$ cat src/verilog/rbps_map.svh
// Constants for the reset, boot and PLL sequencer.
// Assumes a 100 MHz core clock; included by bare name.
`ifndef RBPS_MAP_SVH
`define RBPS_MAP_SVH
`define RBPS_CLK_MHZ        100
`define RBPS_RST_MIN_US     15
`define RBPS_RST_CYC        (`RBPS_RST_MIN_US * `RBPS_CLK_MHZ)
`define RBPS_GPIO_W         28
`define RBPS_SEC_OTP_BIT    5
`define RBPS_PLL_R_W        6
`define RBPS_PLL_F_W        12
`define RBPS_PLL_OD_W       3
`define RBPS_PLL_R_RST      6'h00
`define RBPS_PLL_F_RST      12'h000
`define RBPS_PLL_OD_RST     3'h0
`define RBPS_ADDR_PLLCFG    8'h00
`define RBPS_ADDR_STATUS    8'h04
`define RBPS_ADDR_SECURITY  8'h08
`define RBPS_CFG_R_LSB      0
`define RBPS_CFG_F_LSB      8
`define RBPS_CFG_OD_LSB     20
`endif

$ cat src/verilog/rbps_pkg.sv
// Types for the reset, boot and PLL sequencer.
// Assumes the map header supplies numbers.
package rbps_pkg;
  typedef enum logic [4:0] {
    RBPS_HOLD   = 5'h01,
    RBPS_INTRST = 5'h02,
    RBPS_LOCK   = 5'h04,
    RBPS_BOOT   = 5'h08,
    RBPS_RUN    = 5'h10
  } rbps_state_t;
  typedef enum logic [1:0] {
    RBPS_SRC_0 = 2'h0,
    RBPS_SRC_1 = 2'h1,
    RBPS_SRC_2 = 2'h2,
    RBPS_SRC_OTP = 2'h3
  } rbps_src_t;
endpackage

$ cat src/verilog/rbps_sync3.sv
// Three-stage synchroniser; output changes when stages two and three agree.
// Assumes one clock and asynchronous active-low reset.
`timescale 1ns/100ps
`default_nettype none
module rbps_sync3
#(
  parameter int W = 1
)
(
  input  wire logic         clk,
  input  wire logic         resetn,
  input  wire logic [W-1:0] din,
  output logic      [W-1:0] dout
);
  logic [W-1:0] s1_q;
  logic [W-1:0] s2_q;
  logic [W-1:0] s3_q;
  logic [W-1:0] out_q;
  // Shift chain, then accept only agreed bits
  always_ff @(posedge clk or negedge resetn)
  begin
    if (!resetn)
    begin
      s1_q  <= '0;
      s2_q  <= '0;
      s3_q  <= '0;
      out_q <= '0;
    end
    else
    begin
      s1_q  <= din;
      s2_q  <= s1_q;
      s3_q  <= s2_q;
      out_q <= (s2_q & s3_q) | (out_q & (s2_q | s3_q));
    end
  end
  assign dout = out_q;
endmodule
`default_nettype wire

$ cat src/verilog/rbps_sequencer.sv
// Reset, boot-source and PLL configuration sequencer of a tile.
// Assumes pin inputs are asynchronous and the PLL reports lock.
// Function
// - PLL dividers writable through node register
// - Reset low holds chip, GPIO tri-stated
// - Internal reset interval, then pulls, boot speed
// - Upper mode straps select boot source
// - Security bit five forces OTP boot
// - Reset asserts immediately without clock
// - Wait for PLL lock before booting
`include "rbps_map.svh"
`timescale 1ns/100ps
`default_nettype none
module rbps_sequencer
  import rbps_pkg::*;
#(
  parameter int RST_CYC = `RBPS_RST_CYC
)
(
  input  wire logic                      clk,
  input  wire logic                      resetn,
  input  wire logic                      boot_speed_strap_lo,
  input  wire logic                      boot_speed_strap_hi,
  input  wire logic [1:0]                bootSrcStrap,
  input  wire logic                      pllLock,
  input  wire logic [7:0]                regAddr,
  input  wire logic [31:0]               regWdata,
  input  wire logic                      regWr,
  input  wire logic                      regRd,
  output logic      [31:0]               regRdata,
  output logic                           coreResetn,
  output logic                           gpioPullEn,
  output logic      [`RBPS_GPIO_W-1:0]   gpioOeMask,
  output logic                           pllRelock,
  output logic                           bootStart,
  output logic      [1:0]                bootSpeed,
  output logic      [1:0]                bootSource,
  output logic      [`RBPS_PLL_R_W-1:0]  pllInputDivider,
  output logic      [`RBPS_PLL_F_W-1:0]  pllFeedbackMult,
  output logic      [`RBPS_PLL_OD_W-1:0] pll_output_divider
);
  logic        rstMeta_q;
  logic        rstSync_q;
  logic [3:0]  pinSync;
  logic        lockSync;
  rbps_state_t state_q;
  rbps_state_t state_d;
  logic [31:0] cnt_q;
  logic [1:0]  speed_q;
  logic [1:0]  src_q;
  logic [31:0] sec_q;
  logic [`RBPS_PLL_R_W-1:0]  r_q;
  logic [`RBPS_PLL_F_W-1:0]  f_q;
  logic [`RBPS_PLL_OD_W-1:0] od_q;
  logic [31:0] rdata_q;
  logic        bootPulse_q;

  // Release of reset aligned to clk, assertion is immediate
  always_ff @(posedge clk or negedge resetn)
  begin
    if (!resetn)
    begin
      rstMeta_q <= 1'b0;
      rstSync_q <= 1'b0;
    end
    else
    begin
      rstMeta_q <= 1'b1;
      rstSync_q <= rstMeta_q;
    end
  end

  // Straps and lock come from pins; board keeps straps steady
  rbps_sync3 #(.W(5)) uSync
  (
    .clk    (clk),
    .resetn (rstSync_q),
    .din    ({pllLock, bootSrcStrap, boot_speed_strap_hi,
              boot_speed_strap_lo}),
    .dout   ({lockSync, pinSync})
  );

  // Register decode
  wire wrCfg = regWr && (regAddr == `RBPS_ADDR_PLLCFG);
  wire wrSec = regWr && (regAddr == `RBPS_ADDR_SECURITY);
  wire otpForce = sec_q[`RBPS_SEC_OTP_BIT];
  wire cntDone = (cnt_q >= 32'(RST_CYC - 1));
  wire [31:0] cfgWord = (32'(r_q)  << `RBPS_CFG_R_LSB) |
                        (32'(f_q)  << `RBPS_CFG_F_LSB) |
                        (32'(od_q) << `RBPS_CFG_OD_LSB);
  wire [31:0] statWord = {21'h0, otpForce, src_q, speed_q,
                          lockSync, state_q};
  wire [31:0] rdSel = (regAddr == `RBPS_ADDR_PLLCFG)   ? cfgWord :
                      (regAddr == `RBPS_ADDR_STATUS)   ? statWord :
                      (regAddr == `RBPS_ADDR_SECURITY) ? sec_q : 32'h0;

  // Sequencer next state
  always_comb
  begin
    state_d = state_q;
    unique case (state_q)
      RBPS_HOLD:   state_d = RBPS_INTRST;
      RBPS_INTRST: if (cntDone) state_d = RBPS_LOCK;
      RBPS_LOCK:   if (lockSync) state_d = RBPS_BOOT;
      RBPS_BOOT:   state_d = RBPS_RUN;
      RBPS_RUN:    state_d = RBPS_RUN;
    endcase
  end

  // State, interval counter and boot latches
  always_ff @(posedge clk or negedge rstSync_q)
  begin
    if (!rstSync_q)
    begin
      state_q     <= RBPS_HOLD;
      cnt_q       <= 32'h0;
      speed_q     <= 2'h0;
      src_q       <= 2'h0;
      bootPulse_q <= 1'b0;
    end
    else
    begin
      state_q     <= state_d;
      cnt_q       <= (state_q == RBPS_INTRST) ? cnt_q + 32'h1 : 32'h0;
      bootPulse_q <= (state_q == RBPS_LOCK) && lockSync;
      if ((state_q == RBPS_LOCK) && lockSync)
      begin
        speed_q <= pinSync[1:0];
        src_q   <= otpForce ? RBPS_SRC_OTP : pinSync[3:2];
      end
    end
  end

  // PLL and security registers; legal ranges are software's job
  always_ff @(posedge clk or negedge rstSync_q)
  begin
    if (!rstSync_q)
    begin
      r_q     <= `RBPS_PLL_R_RST;
      f_q     <= `RBPS_PLL_F_RST;
      od_q    <= `RBPS_PLL_OD_RST;
      sec_q   <= 32'h0;
      rdata_q <= 32'h0;
    end
    else
    begin
      if (wrCfg)
      begin
        r_q  <= regWdata[`RBPS_CFG_R_LSB +: `RBPS_PLL_R_W];
        f_q  <= regWdata[`RBPS_CFG_F_LSB +: `RBPS_PLL_F_W];
        od_q <= regWdata[`RBPS_CFG_OD_LSB +: `RBPS_PLL_OD_W];
      end
      if (wrSec)
        sec_q <= regWdata;
      rdata_q <= regRd ? rdSel : 32'h0;
    end
  end

  // Outputs
  assign regRdata   = rdata_q;
  assign coreResetn = (state_q == RBPS_RUN) || (state_q == RBPS_BOOT);
  assign gpioPullEn = !(state_q == RBPS_HOLD || state_q == RBPS_INTRST);
  assign gpioOeMask = '0; // pins undriven in every state, RBPS_RUN included
  assign pllRelock  = (state_q == RBPS_LOCK);
  assign bootStart  = bootPulse_q;
  assign bootSpeed  = speed_q;
  assign bootSource = src_q;
  assign pllInputDivider    = r_q;
  assign pllFeedbackMult    = f_q;
  assign pll_output_divider = od_q;

  // Boot never starts before interval and lock
  a_boot_after_lock: assert property (@(posedge clk) disable iff (!rstSync_q)
    $rose(bootPulse_q) |-> $past(lockSync) && $past(state_q) == RBPS_LOCK)
    else $error("boot without lock");
  a_otp_forced: assert property (@(posedge clk) disable iff (!rstSync_q)
    $rose(bootPulse_q) && $past(otpForce) |-> src_q == RBPS_SRC_OTP)
    else $error("otp not forced");
  a_src_strap: assert property (@(posedge clk) disable iff (!rstSync_q)
    $rose(bootPulse_q) && !$past(otpForce) |-> src_q == $past(pinSync[3:2]))
    else $error("wrong boot source");
  a_pull_timing: assert property (@(posedge clk) disable iff (!rstSync_q)
    state_q == RBPS_INTRST && !cntDone |=> !gpioPullEn)
    else $error("pull early");
  a_speed_strap: assert property (@(posedge clk) disable iff (!rstSync_q)
    $rose(bootPulse_q) |-> speed_q == $past(pinSync[1:0]))
    else $error("wrong boot speed");
  a_gpio_hiz: assert property (@(posedge clk) disable iff (!rstSync_q)
    state_q != RBPS_RUN |-> gpioOeMask == '0)
    else $error("gpio driven in reset");
  a_cfg_write: assert property (@(posedge clk) disable iff (!rstSync_q)
    wrCfg |=> f_q == $past(regWdata[`RBPS_CFG_F_LSB +: `RBPS_PLL_F_W]))
    else $error("pll write lost");
  a_core_held: assert property (@(posedge clk) disable iff (!rstSync_q)
    $past(state_q) == RBPS_HOLD |-> !coreResetn)
    else $error("core out of reset early");
endmodule
`default_nettype wire

$ cat config.mk
export PLATFORM = sky130hd
export DESIGN_NAME = rbps_sequencer
export DESIGN_NICKNAME = d
export VERILOG_FILES = /design/src/verilog/rbps_pkg.sv /design/src/verilog/rbps_sync3.sv /design/src/verilog/rbps_sequencer.sv
export VERILOG_INCLUDE_DIRS = /design/src /design/src/verilog
export SDC_FILE = /design/constraint.sdc
export NUM_CORES = 1
export LEC_CHECK = 0
export BUFFER_PORTS_ARGS = -buffer_cell sky130_fd_sc_hd__buf_2
export CORE_UTILIZATION = 45
export DETAILED_ROUTE_END_ITERATION = 7
export GPL_ROUTABILITY_DRIVEN = 0
export GPL_TIMING_DRIVEN = 0
export MAX_ROUTING_LAYER = met4
export PLACE_DENSITY_LB_ADDON = 0.3
export SYNTH_ARGS = -nofsm -noshare
export SYNTH_HDL_FRONTEND = slang
export SYNTH_SLANG_ARGS = --single-unit
$ cat constraint.sdc
create_clock -name clk -period 5.2 [get_ports clk]
set_input_delay 0.52 -clock clk [delete_from_list [all_inputs] [get_ports clk]]
set_output_delay 0.52 -clock clk [all_outputs]
set_load 0.02 [all_outputs]
* Yosys cells after proc, flatten, opt, wreduce, memory -nomap -nowiden *
Index checks and enable logic that the tools add are counted.
W data, S select, Z words.

word-level totals
  register bits after elaboration = 149
  output and inout bits = 89

operators by class
  $add $sub $neg = 1
  $lt $le $gt $ge = 1
  equality and inequality tests = 9
  multiplexer cells = 9
  bitwise operators = 6
  reduce and logical (&&, ||, !) cells = 9

operators by type and width
  kind                     number
  $mux W32                 5
  $add A32 B1 Y32 const B  1
  $ge A32 B11 Y1 const B   1
  $or A20 B23 Y23          1
  $or A6 B20 Y20           1
  $pmux W5 S4              1
  $and A5 B5 Y5            2
  $mux W5                  2
  $or A5 B5 Y5             2
  $eq A8 B3 Y1 const B     1
  $eq A8 B4 Y1 const B     1
  $logic_not A8 Y1         1
  $eq A5 B1 Y1 const B     1
  $eq A5 B2 Y1 const B     1
  $eq A5 B3 Y1 const B     1
  $eq A5 B4 Y1 const B     1
  $eq A5 B5 Y1 const B     1
  $logic_and A1 B1 Y1      3
  $logic_or A1 B1 Y1       2
  $mux W2                  1
  $ne A2 B1 Y1 const B     1
  $ne A2 B2 Y1 const B     1
  $reduce_and A2 Y1        1
  $reduce_or A2 Y1         1
  $logic_not A1 Y1         1

* Logic depth before layout (Yosys ltp) *
Gate-level depths: netlist (run 1).

  depth after elaboration = 5
  depth in mapped cells = 7

* Cells and area by module *
From an unflattened synthesis (run 1), not the netlist that was laid out.

second synthesis, totals
  cells, all modules = 517
  area total of the unflattened synthesis = 6306.0 um2

by module, submodules not included
  module          times used  cells each  area an instance (um2)  sequential area each (um2)
  rbps_sequencer  1           492         5749.3                  3229.3
  rbps_sync3      1           25          556.8                   500.5

* Worst setup path before layout (run 1) *
Ideal clock, no wire load.

  path type = input to register
  from = in regAddr[1]
  to = reg sec_q[10]
  library setup time = 125 ps
  arrival = 1976 ps
  data required time = 5075 ps
  path slack = 3099 ps
  stages = 5
  path through = or4_4 nor4b_4 nand2_2 buf_6 mux2_4

between the ends
  word-level cells in the longest chain between the ends = 2

RTL lines
  what                           line                   source
  start, declared                rbps_sequencer.sv:26   input wire logic [7:0] regAddr,
  $eq A8 B4 Y1 (no source line)  n/a
  $logic_and A1 B1 Y1            rbps_sequencer.sv:85   wire wrSec = regWr && (regAddr == `RBPS_ADDR_SECURITY);
  end signal, assigned           rbps_sequencer.sv:154  sec_q <= regWdata;
  end, declared                  rbps_sequencer.sv:51   logic [31:0] sec_q;

Every way passes these cells.
A chain may end at the register's enable or synchronous reset.

* Worst setup path after layout (run 1) *
  from = reg state_q[3]
  to = out coreResetn

between the ends
  word-level cells in the longest chain between the ends = 2
  elaborated cells between the ends (all ways) = 3
  classes of those cells = eq/ne (2); reduce/logical (1)

RTL lines
  what                                          line                   source
  start, declared                               rbps_sequencer.sv:46   rbps_state_t state_q;
  start signal, assigned                        rbps_sequencer.sv:123  state_q <= state_d;
  $eq A5 B5 Y1 or $eq A5 B4 Y1 (tied branches)  rbps_sequencer.sv:161  assign coreResetn = (state_q == RBPS_RUN) || (state_q == RBPS_BOOT);
  $logic_or A1 B1 Y1 (*)                        rbps_sequencer.sv:161
  end, declared                                 rbps_sequencer.sv:31   output logic coreResetn,

Mark *: on every way between the ends. The rest lies on a longest branch, timed or not.

==> results of run 1 <==
flip-flops by register name, indices dropped and copies added, names as in the netlist:
| signal | flops |
|---|---|
| uSync.dout | 5 |
| state_q | 5 |
| rstMeta_q | 1 |
| bootSource | 2 |
| pllInputDivider | 6 |
| bootStart | 1 |
| pllFeedbackMult | 12 |
| regRdata | 32 |
| pll_output_divider | 3 |
| uSync.s3_q | 5 |
| cnt_q | 32 |
| bootSpeed | 2 |
| uSync.s1_q | 5 |
| rstSync_q | 1 |
| uSync.s2_q | 5 |
| sec_q | 32 |
layout by cell type (no fill, tap or decap), types with 5 or more instances in the layout:
cell	instances
inv_1	12
or4_1	10
a21oi_1	27
nor4_1	12
nor2b_1	22
clkbuf_1	14
nor3_1	5
dfrtp_1	147
nand3_1	14
buf_4	28
buf_2	114
a22oi_1	14
nor2_1	17
inv_6	6
or3_1	13
and2_1	6
nand4_1	7
xnor2_1	7
inv_8	5
conb_1	30
mux2_4	30
maj3_1	5
and3_1	10
mux2_2	25
clkbuf_16	17
o31ai_1	10
o21ai_0	10
o221a_2	8
nand2_1	22
per-layer routing:
metal | wire [µm] | track usage, % | vias to the layer above
li1 | - | - | 2114
met1 | 6350 | 28.3 | 2197
met2 | 6890 | 32.2 | 125
met3 | 691 | 4.92 | 31
met4 | 437 | 9.95 | 0
met5 | 0 | - | -
what timing repair did:
item,in CTS,in global routing
resized for setup,0,0
hold buffers,1,0
hold endpoints to repair,2,0
cell families after synthesis:
kind of cell / after synthesis
AO/OA/AOI/OAI: 73
XOR/XNOR: 9
adder cells (fa/ha/maj): 6
buffers and inverters: 63
flip-flops: 149
multiplexers: 59
other: 2
AND/OR/NAND/NOR: 155
path summary, 6_finish.rpt:
path	start	end	slack (ps)	cells after the start
setup / recovery	state_q[3]	coreResetn	2790	3
hold / removal	boot_speed_strap_hi	uSync.s1_q[1]	190	1
setup reg to reg	cnt_q[0]	cnt_q[20]	2900	7
hold reg to reg	rstSync_q	uSync.s1_q[0]	330	0
max in group asynchronous	rstSync_q	state_q[0]	3880	2
min in group asynchronous	rstSync_q	uSync.s1_q[0]	330	0
power breakdown:
part	leakage (µW)	switching [µW]	internal (µW)
clock	0.000282	539	647
sequential	0.00201	50.1	1210
combinational	0.00170	153	110
total	0.00399	742	1970
Yosys cell counts (2+ instances only):
library cell | n | area share, %
and3_1 | 10 | 0.97
o31ai_1 | 10 | 1.2
nor3_1 | 5 | 0.39
a21oi_1 | 27 | 2.1
nor4b_4 | 2 | 0.74
buf_2 | 5 | 0.39
mux2_2 | 25 | 4.4
nor2_1 | 17 | 0.99
or4_1 | 10 | 1.2
inv_1 | 12 | 0.70
conb_1 | 2 | 0.12
or2_2 | 2 | 0.19
mux2i_1 | 4 | 0.62
nand2_1 | 22 | 1.3
o21ai_0 | 10 | 0.78
nand2b_1 | 4 | 0.39
mux2_4 | 30 | 7.0
dfrtp_1 | 148 | 58
a22oi_1 | 14 | 1.6
buf_6 | 3 | 0.52
maj3_1 | 5 | 0.78
xor2_1 | 2 | 0.27
or3_1 | 13 | 1.3
nor2b_1 | 22 | 2.1
clkbuf_1 | 14 | 0.82
and2_1 | 6 | 0.58
buf_4 | 28 | 3.3
nand3_1 | 14 | 1.1
o221a_2 | 8 | 1.4
nor4_1 | 12 | 1.2
xnor2_1 | 7 | 0.95
nand4_1 | 7 | 0.68
and4_1 | 4 | 0.54
final cells by class:
type,instances,area [µm²]
repair buffers,112,611
clock buffers,18,439
plain buffers,51,325
flip-flops and latches,149,3730
clock inverters,14,130
inverters,12,45.0
multi-input cells,332,2440
well taps,180,225
fillers,1139,5980
metrics by stage:
| stage | cell area, µm² | TNS [ps] | utilization, % | hold slack, ps | setup slack [ps] |
|---|---|---|---|---|---|
| 2_1_floorplan | 6540 | 0 | - | 224 | 743 |
| 3_5_place_dp | 7370 | 0 | 52.9 | 309 | 2790 |
| 4_1_cts | 7950 | 0 | 57.1 | 176 | 2770 |
| 5_1_grt | 7950 | 0 | 57.1 | 172 | 2730 |
| 6_report | 7950 | 0 | 57.1 | 188 | 2790 |
| 3_3_place_gp | 7310 | -96080 | 52.5 | 305 | -668 |
critical path: stages, from the launching register on:
cell and delay [ps]:
dfrtp_1 410, xnor2_1 170, nor4_1 580, buf_2 290
==> impl_metrics.ini, run 1 <==
[timing]
period_minus_slack_ps = 2410
hold_viol = 0
slew_headroom_pct = 49.8
finClkSkew_ps = 10.1
setup_viol = 0
rsz0062_at_grt = false
fmax_mhz = 415
drv_slew = 0
post-route-period-util_pct = 46.4
tightest_slew_ps = 746

[synth]
synth_edf_count = 0
yosys.area_share.adder_pct = 0.972
async_flop_share_pct = 100
synth.distinct_cells = 45
ys_ff_latch = 149
ys_seq_area_share_pct = 58.0
synth_compound_area_share_pct = 7.64
synth_area_mm2 = 0.00644
yosysWarningCount = 0
synth-main-ff-cell = dfrtp_1
synth-xor-area-share_pct = 1.22
synth-simple-area-share_pct = 14.3
synth_top_family_by_area = simple AND/OR/NAND/NOR gates
synth_mux_area_share_pct = 12.0
synth.avg_cell_area_um2 = 12.5
syn_inst = 516

[cts]
htree_levels = 4
cts_buffers = 17
cts_setup_buffers = 0
clkTransAtPathRegs_ps = 70
cts_root_buf = clkbuf_16
cts_buffer_depth = 2
cts_tree = yes
clock_latency_ps = 430
cts.sinks = 149

[critical_path]
arrival_ps = 1890
cp_data_required_time_ps = 4680
crit_type = flop to output port
startpoint_type = flop
worstPathMaxFanout = 4
setup.worst_path.end_class = output port

[floorplanning]
die_w_um = 122
fp.dieArea_mm2 = 0.0148
io_pins = 138
core_mm2 = 0.0139
initial_core_util_pct = 46.2
num_rows = 43
die_h_um = 122

[routing]
vias = 4467
antenna_left = 0
post-route-drc-count = 0
dr.pass1.iters = 4
drt_iter0_drc = 237
via_per_inst = 5.15
wl_per_cell_um = 16.6
routed_wl_um = 14400

[placement]
placed_cells_incl_taps = 835
portBuffers = 109
dpl.hpwl_um = 9930

[grt]
antenna_found_initial = 0
grt_usage_pct = 21.7
grt_pass1_wl_um = 23200
grt_max_degree = 62
grt_pass1_vias = 4502
grt-ovfl-total = 0

[pwr]
power-per-cell-area_mw_per_mm2 = 341
power.total_uw = 2710
p_leak_uw = 0.00399
ir_drop_uv = 256

[layout]
diodes = 0
area_growth_pct = 23.5
drive_gt1_share_pct = 36.6
final_cells = 868
fin_nets = 725

[hold_path]
hp-class = input pin to flop

[run_status]
status = finished, final reports clean

[run]
maxCapViolCount = 0
(Power assumes the default switching activity.)
==> run 2: changes to the inputs <==
ABC_AREA = 1   (was default)
clock period = 2.02 ns   (was 5.2 ns; I/O delays follow)
==> impl_metrics.ini, run 2 <==
[critical_path]
cp_data_required_time_ps = 1820
r2r-start = cnt_q[0]
startpoint_type = flop
setup.worst_path.end_class = output port
reg2reg_to = cnt_q[12]
reg2reg_slack_ps = 460
worstPathMaxFanout = 4
crit_type = flop to output port
worst-r2r-cell-count = 7
arrival_ps = 1460

[floorplanning]
die_w_um = 124
fp.dieArea_mm2 = 0.0154
io_pins = 138
initial_core_util_pct = 46.3
die_h_um = 124
num_rows = 44
core_mm2 = 0.0145

[timing]
fin_ws_ps = 358
post-route-period-util_pct = 82.3
rsz0062_at_grt = false
finClkSkew_ps = 8.49
setup_viol = 0
hold_viol = 0
drv_slew = 0
tightest_slew_ps = 560
period_minus_slack_ps = 1660
slew_headroom_pct = 62.6
fmax_mhz = 602

[placement]
dpl-instance-area_mm2 = 0.00766
dpl.hpwl_um = 11500
portBuffers = 109
post-place-ws_ps = 404

[cts]
ctsResizeCount = 0
cts_tree = yes
htree_levels = 4
clkTransAtPathRegs_ps = 60
ctsHoldBuffers = 27
clock_latency_ps = 430
cts_root_buf = clkbuf_16
cts_buffer_depth = 2
cts.sinks = 149
cts_buffers = 17
cts_setup_buffers = 0

[synth]
synth_common_cells = nand2_1, dfrtp_1, nor2_1, nand3_1, inv_1
syn_inst = 816
synth_area_mm2 = 0.00672
ys_seq_area_share_pct = 55.5
async_flop_share_pct = 100
synth-xor-area-share_pct = 0.912
synth_top_family_by_area = simple AND/OR/NAND/NOR gates
ys_ff_latch = 149
synth.avg_cell_area_um2 = 8.24
synth-main-ff-cell = dfrtp_1
synth-simple-area-share_pct = 27.5
yosysWarningCount = 0
yosys.area_share.adder_pct = 0.930
synth_compound_area_share_pct = 5.81
yosys-top-cells-area = dfrtp_1, nand2_1, nor2_1
synth_edf_count = 0
synth.top_cell.area_share_pct = 55.1
synth_mux_area_share_pct = 0
yosys.area.top_type = dfrtp_1
synth.distinct_cells = 28
synth.most_common_cell = nand2_1

[hold_path]
hold_start = regWdata[30]
hp-class = input pin to flop
hold_end = sec_q[30]
min_path_cells = 3

[routing]
wl_per_cell_um = 13.6
antenna_left = 0
via_per_inst = 4.85
vias = 5811
drt_iter0_drc = 533
routed_wl_um = 16300
dr.pass1.iters = 5
post-route-drc-count = 0

[grt]
grt_pass1_wl_um = 27000
grt_pass1_vias = 5481
grt-ovfl-total = 0
antenna_found_initial = 0
grt_usage_pct = 22.9
grt_max_degree = 72

[layout]
diodes = 0
mostFrequentLayoutCells = nand2_1, dfrtp_1, buf_2
area_growth_pct = 27.1
drive_gt1_share_pct = 20.0
layout.cells.most_common = nand2_1
stdcell_area_mm2 = 0.00855
fin_nets = 1051
final.fill_count = 1318

[run]
maxCapViolCount = 0

[pwr]
power-per-cell-area_mw_per_mm2 = 848
p_leak_uw = 0.00446
ir_drop_uv = 751
power.total_uw = 7250

[run_status]
status = finished, final reports clean
-- run 2: cell types whose count changed after synthesis, moves of 12 or more --
cell	change
or3_1	-13
nand2_1	+206
mux2_4	-30
nand3_1	+66
mux2_2	-25
nor2b_1	-22
a22oi_1	-14
nor2_1	+96
o21ai_0	+20
nor4_1	-12
inv_1	+62
-- run 2: worst max-delay path by stage --
stage	startpoint	endpoint	slack (ps)	cells after the start
2_1_floorplan	rstSync_q	bootSource[0]	460	0
3_3_place_gp	rstSync_q	regRdata[9]	-80	0
3_5_place_dp	regAddr[0]	sec_q[21]	400	8
4_1_cts	state_q[1]	coreResetn	350	4
5_1_grt	state_q[1]	pllRelock	210	4
6_report	state_q[1]	pllRelock	360	4
-- run 2: cells by family (layout without fill, tap and decap cells) --
family | Yosys count | count (layout)
adders and majority gates | 6 | 6
other | 2 | 30
AOI/OAI and AO/OA | 77 | 77
xor gates and xnor gates | 7 | 7
DFF | 149 | 149
and+or+nand+nor | 445 | 445
buffers and inverters | 130 | 300
-- run 2: through the flow --
| stage | hold slack (ps) | TNS (ps) | utilization (%) | instances |
|---|---|---|---|---|
| global placement | -11.7 | -10180 | 52.4 | 1137 |
| detailed placement | -10.8 | 0 | 52.7 | 1139 |
| floorplan | -93.6 | 0 | - | 844 |
| finish | 4.45 | 0 | 58.8 | 1198 |
| global route | 9.93 | 0 | 58.8 | 1198 |
| CTS | 0.325 | 0 | 58.8 | 1198 |
-- run 2: routing by layer --
layer	GRT usage (%)	vias up	wire, µm
li1	-	2882	-
met1	30.2	2725	7330
met2	35.0	184	7760
met3	5.69	20	1000
met4	6.73	0	250
met5	-	-	0
-- run 2: report_power, final --
part	switching [µW]	internal, µW
combinational	448	251
clock	1330	1970
sequential	123	3130
-- run 2: area by class of cell --
type                       instances  area (µm²)  share of cell area, %
timing repair buffer             138         871                   10.2
sequential                       149        3730                   43.7
inverter                          76         285                   3.34
multi-input combinational        565        2470                   28.9
clock buffer                      17         425                   4.98
clock inverter                    15         190                   2.22
buffer                            54         339                   3.97
tap                              184         230                   2.69
-- run 2: critical path: stages (launching register included) --
cell	delay [ps]
dfrtp_1	410
nor2_1	190
nand3_1	140
inv_1	120
buf_2	170
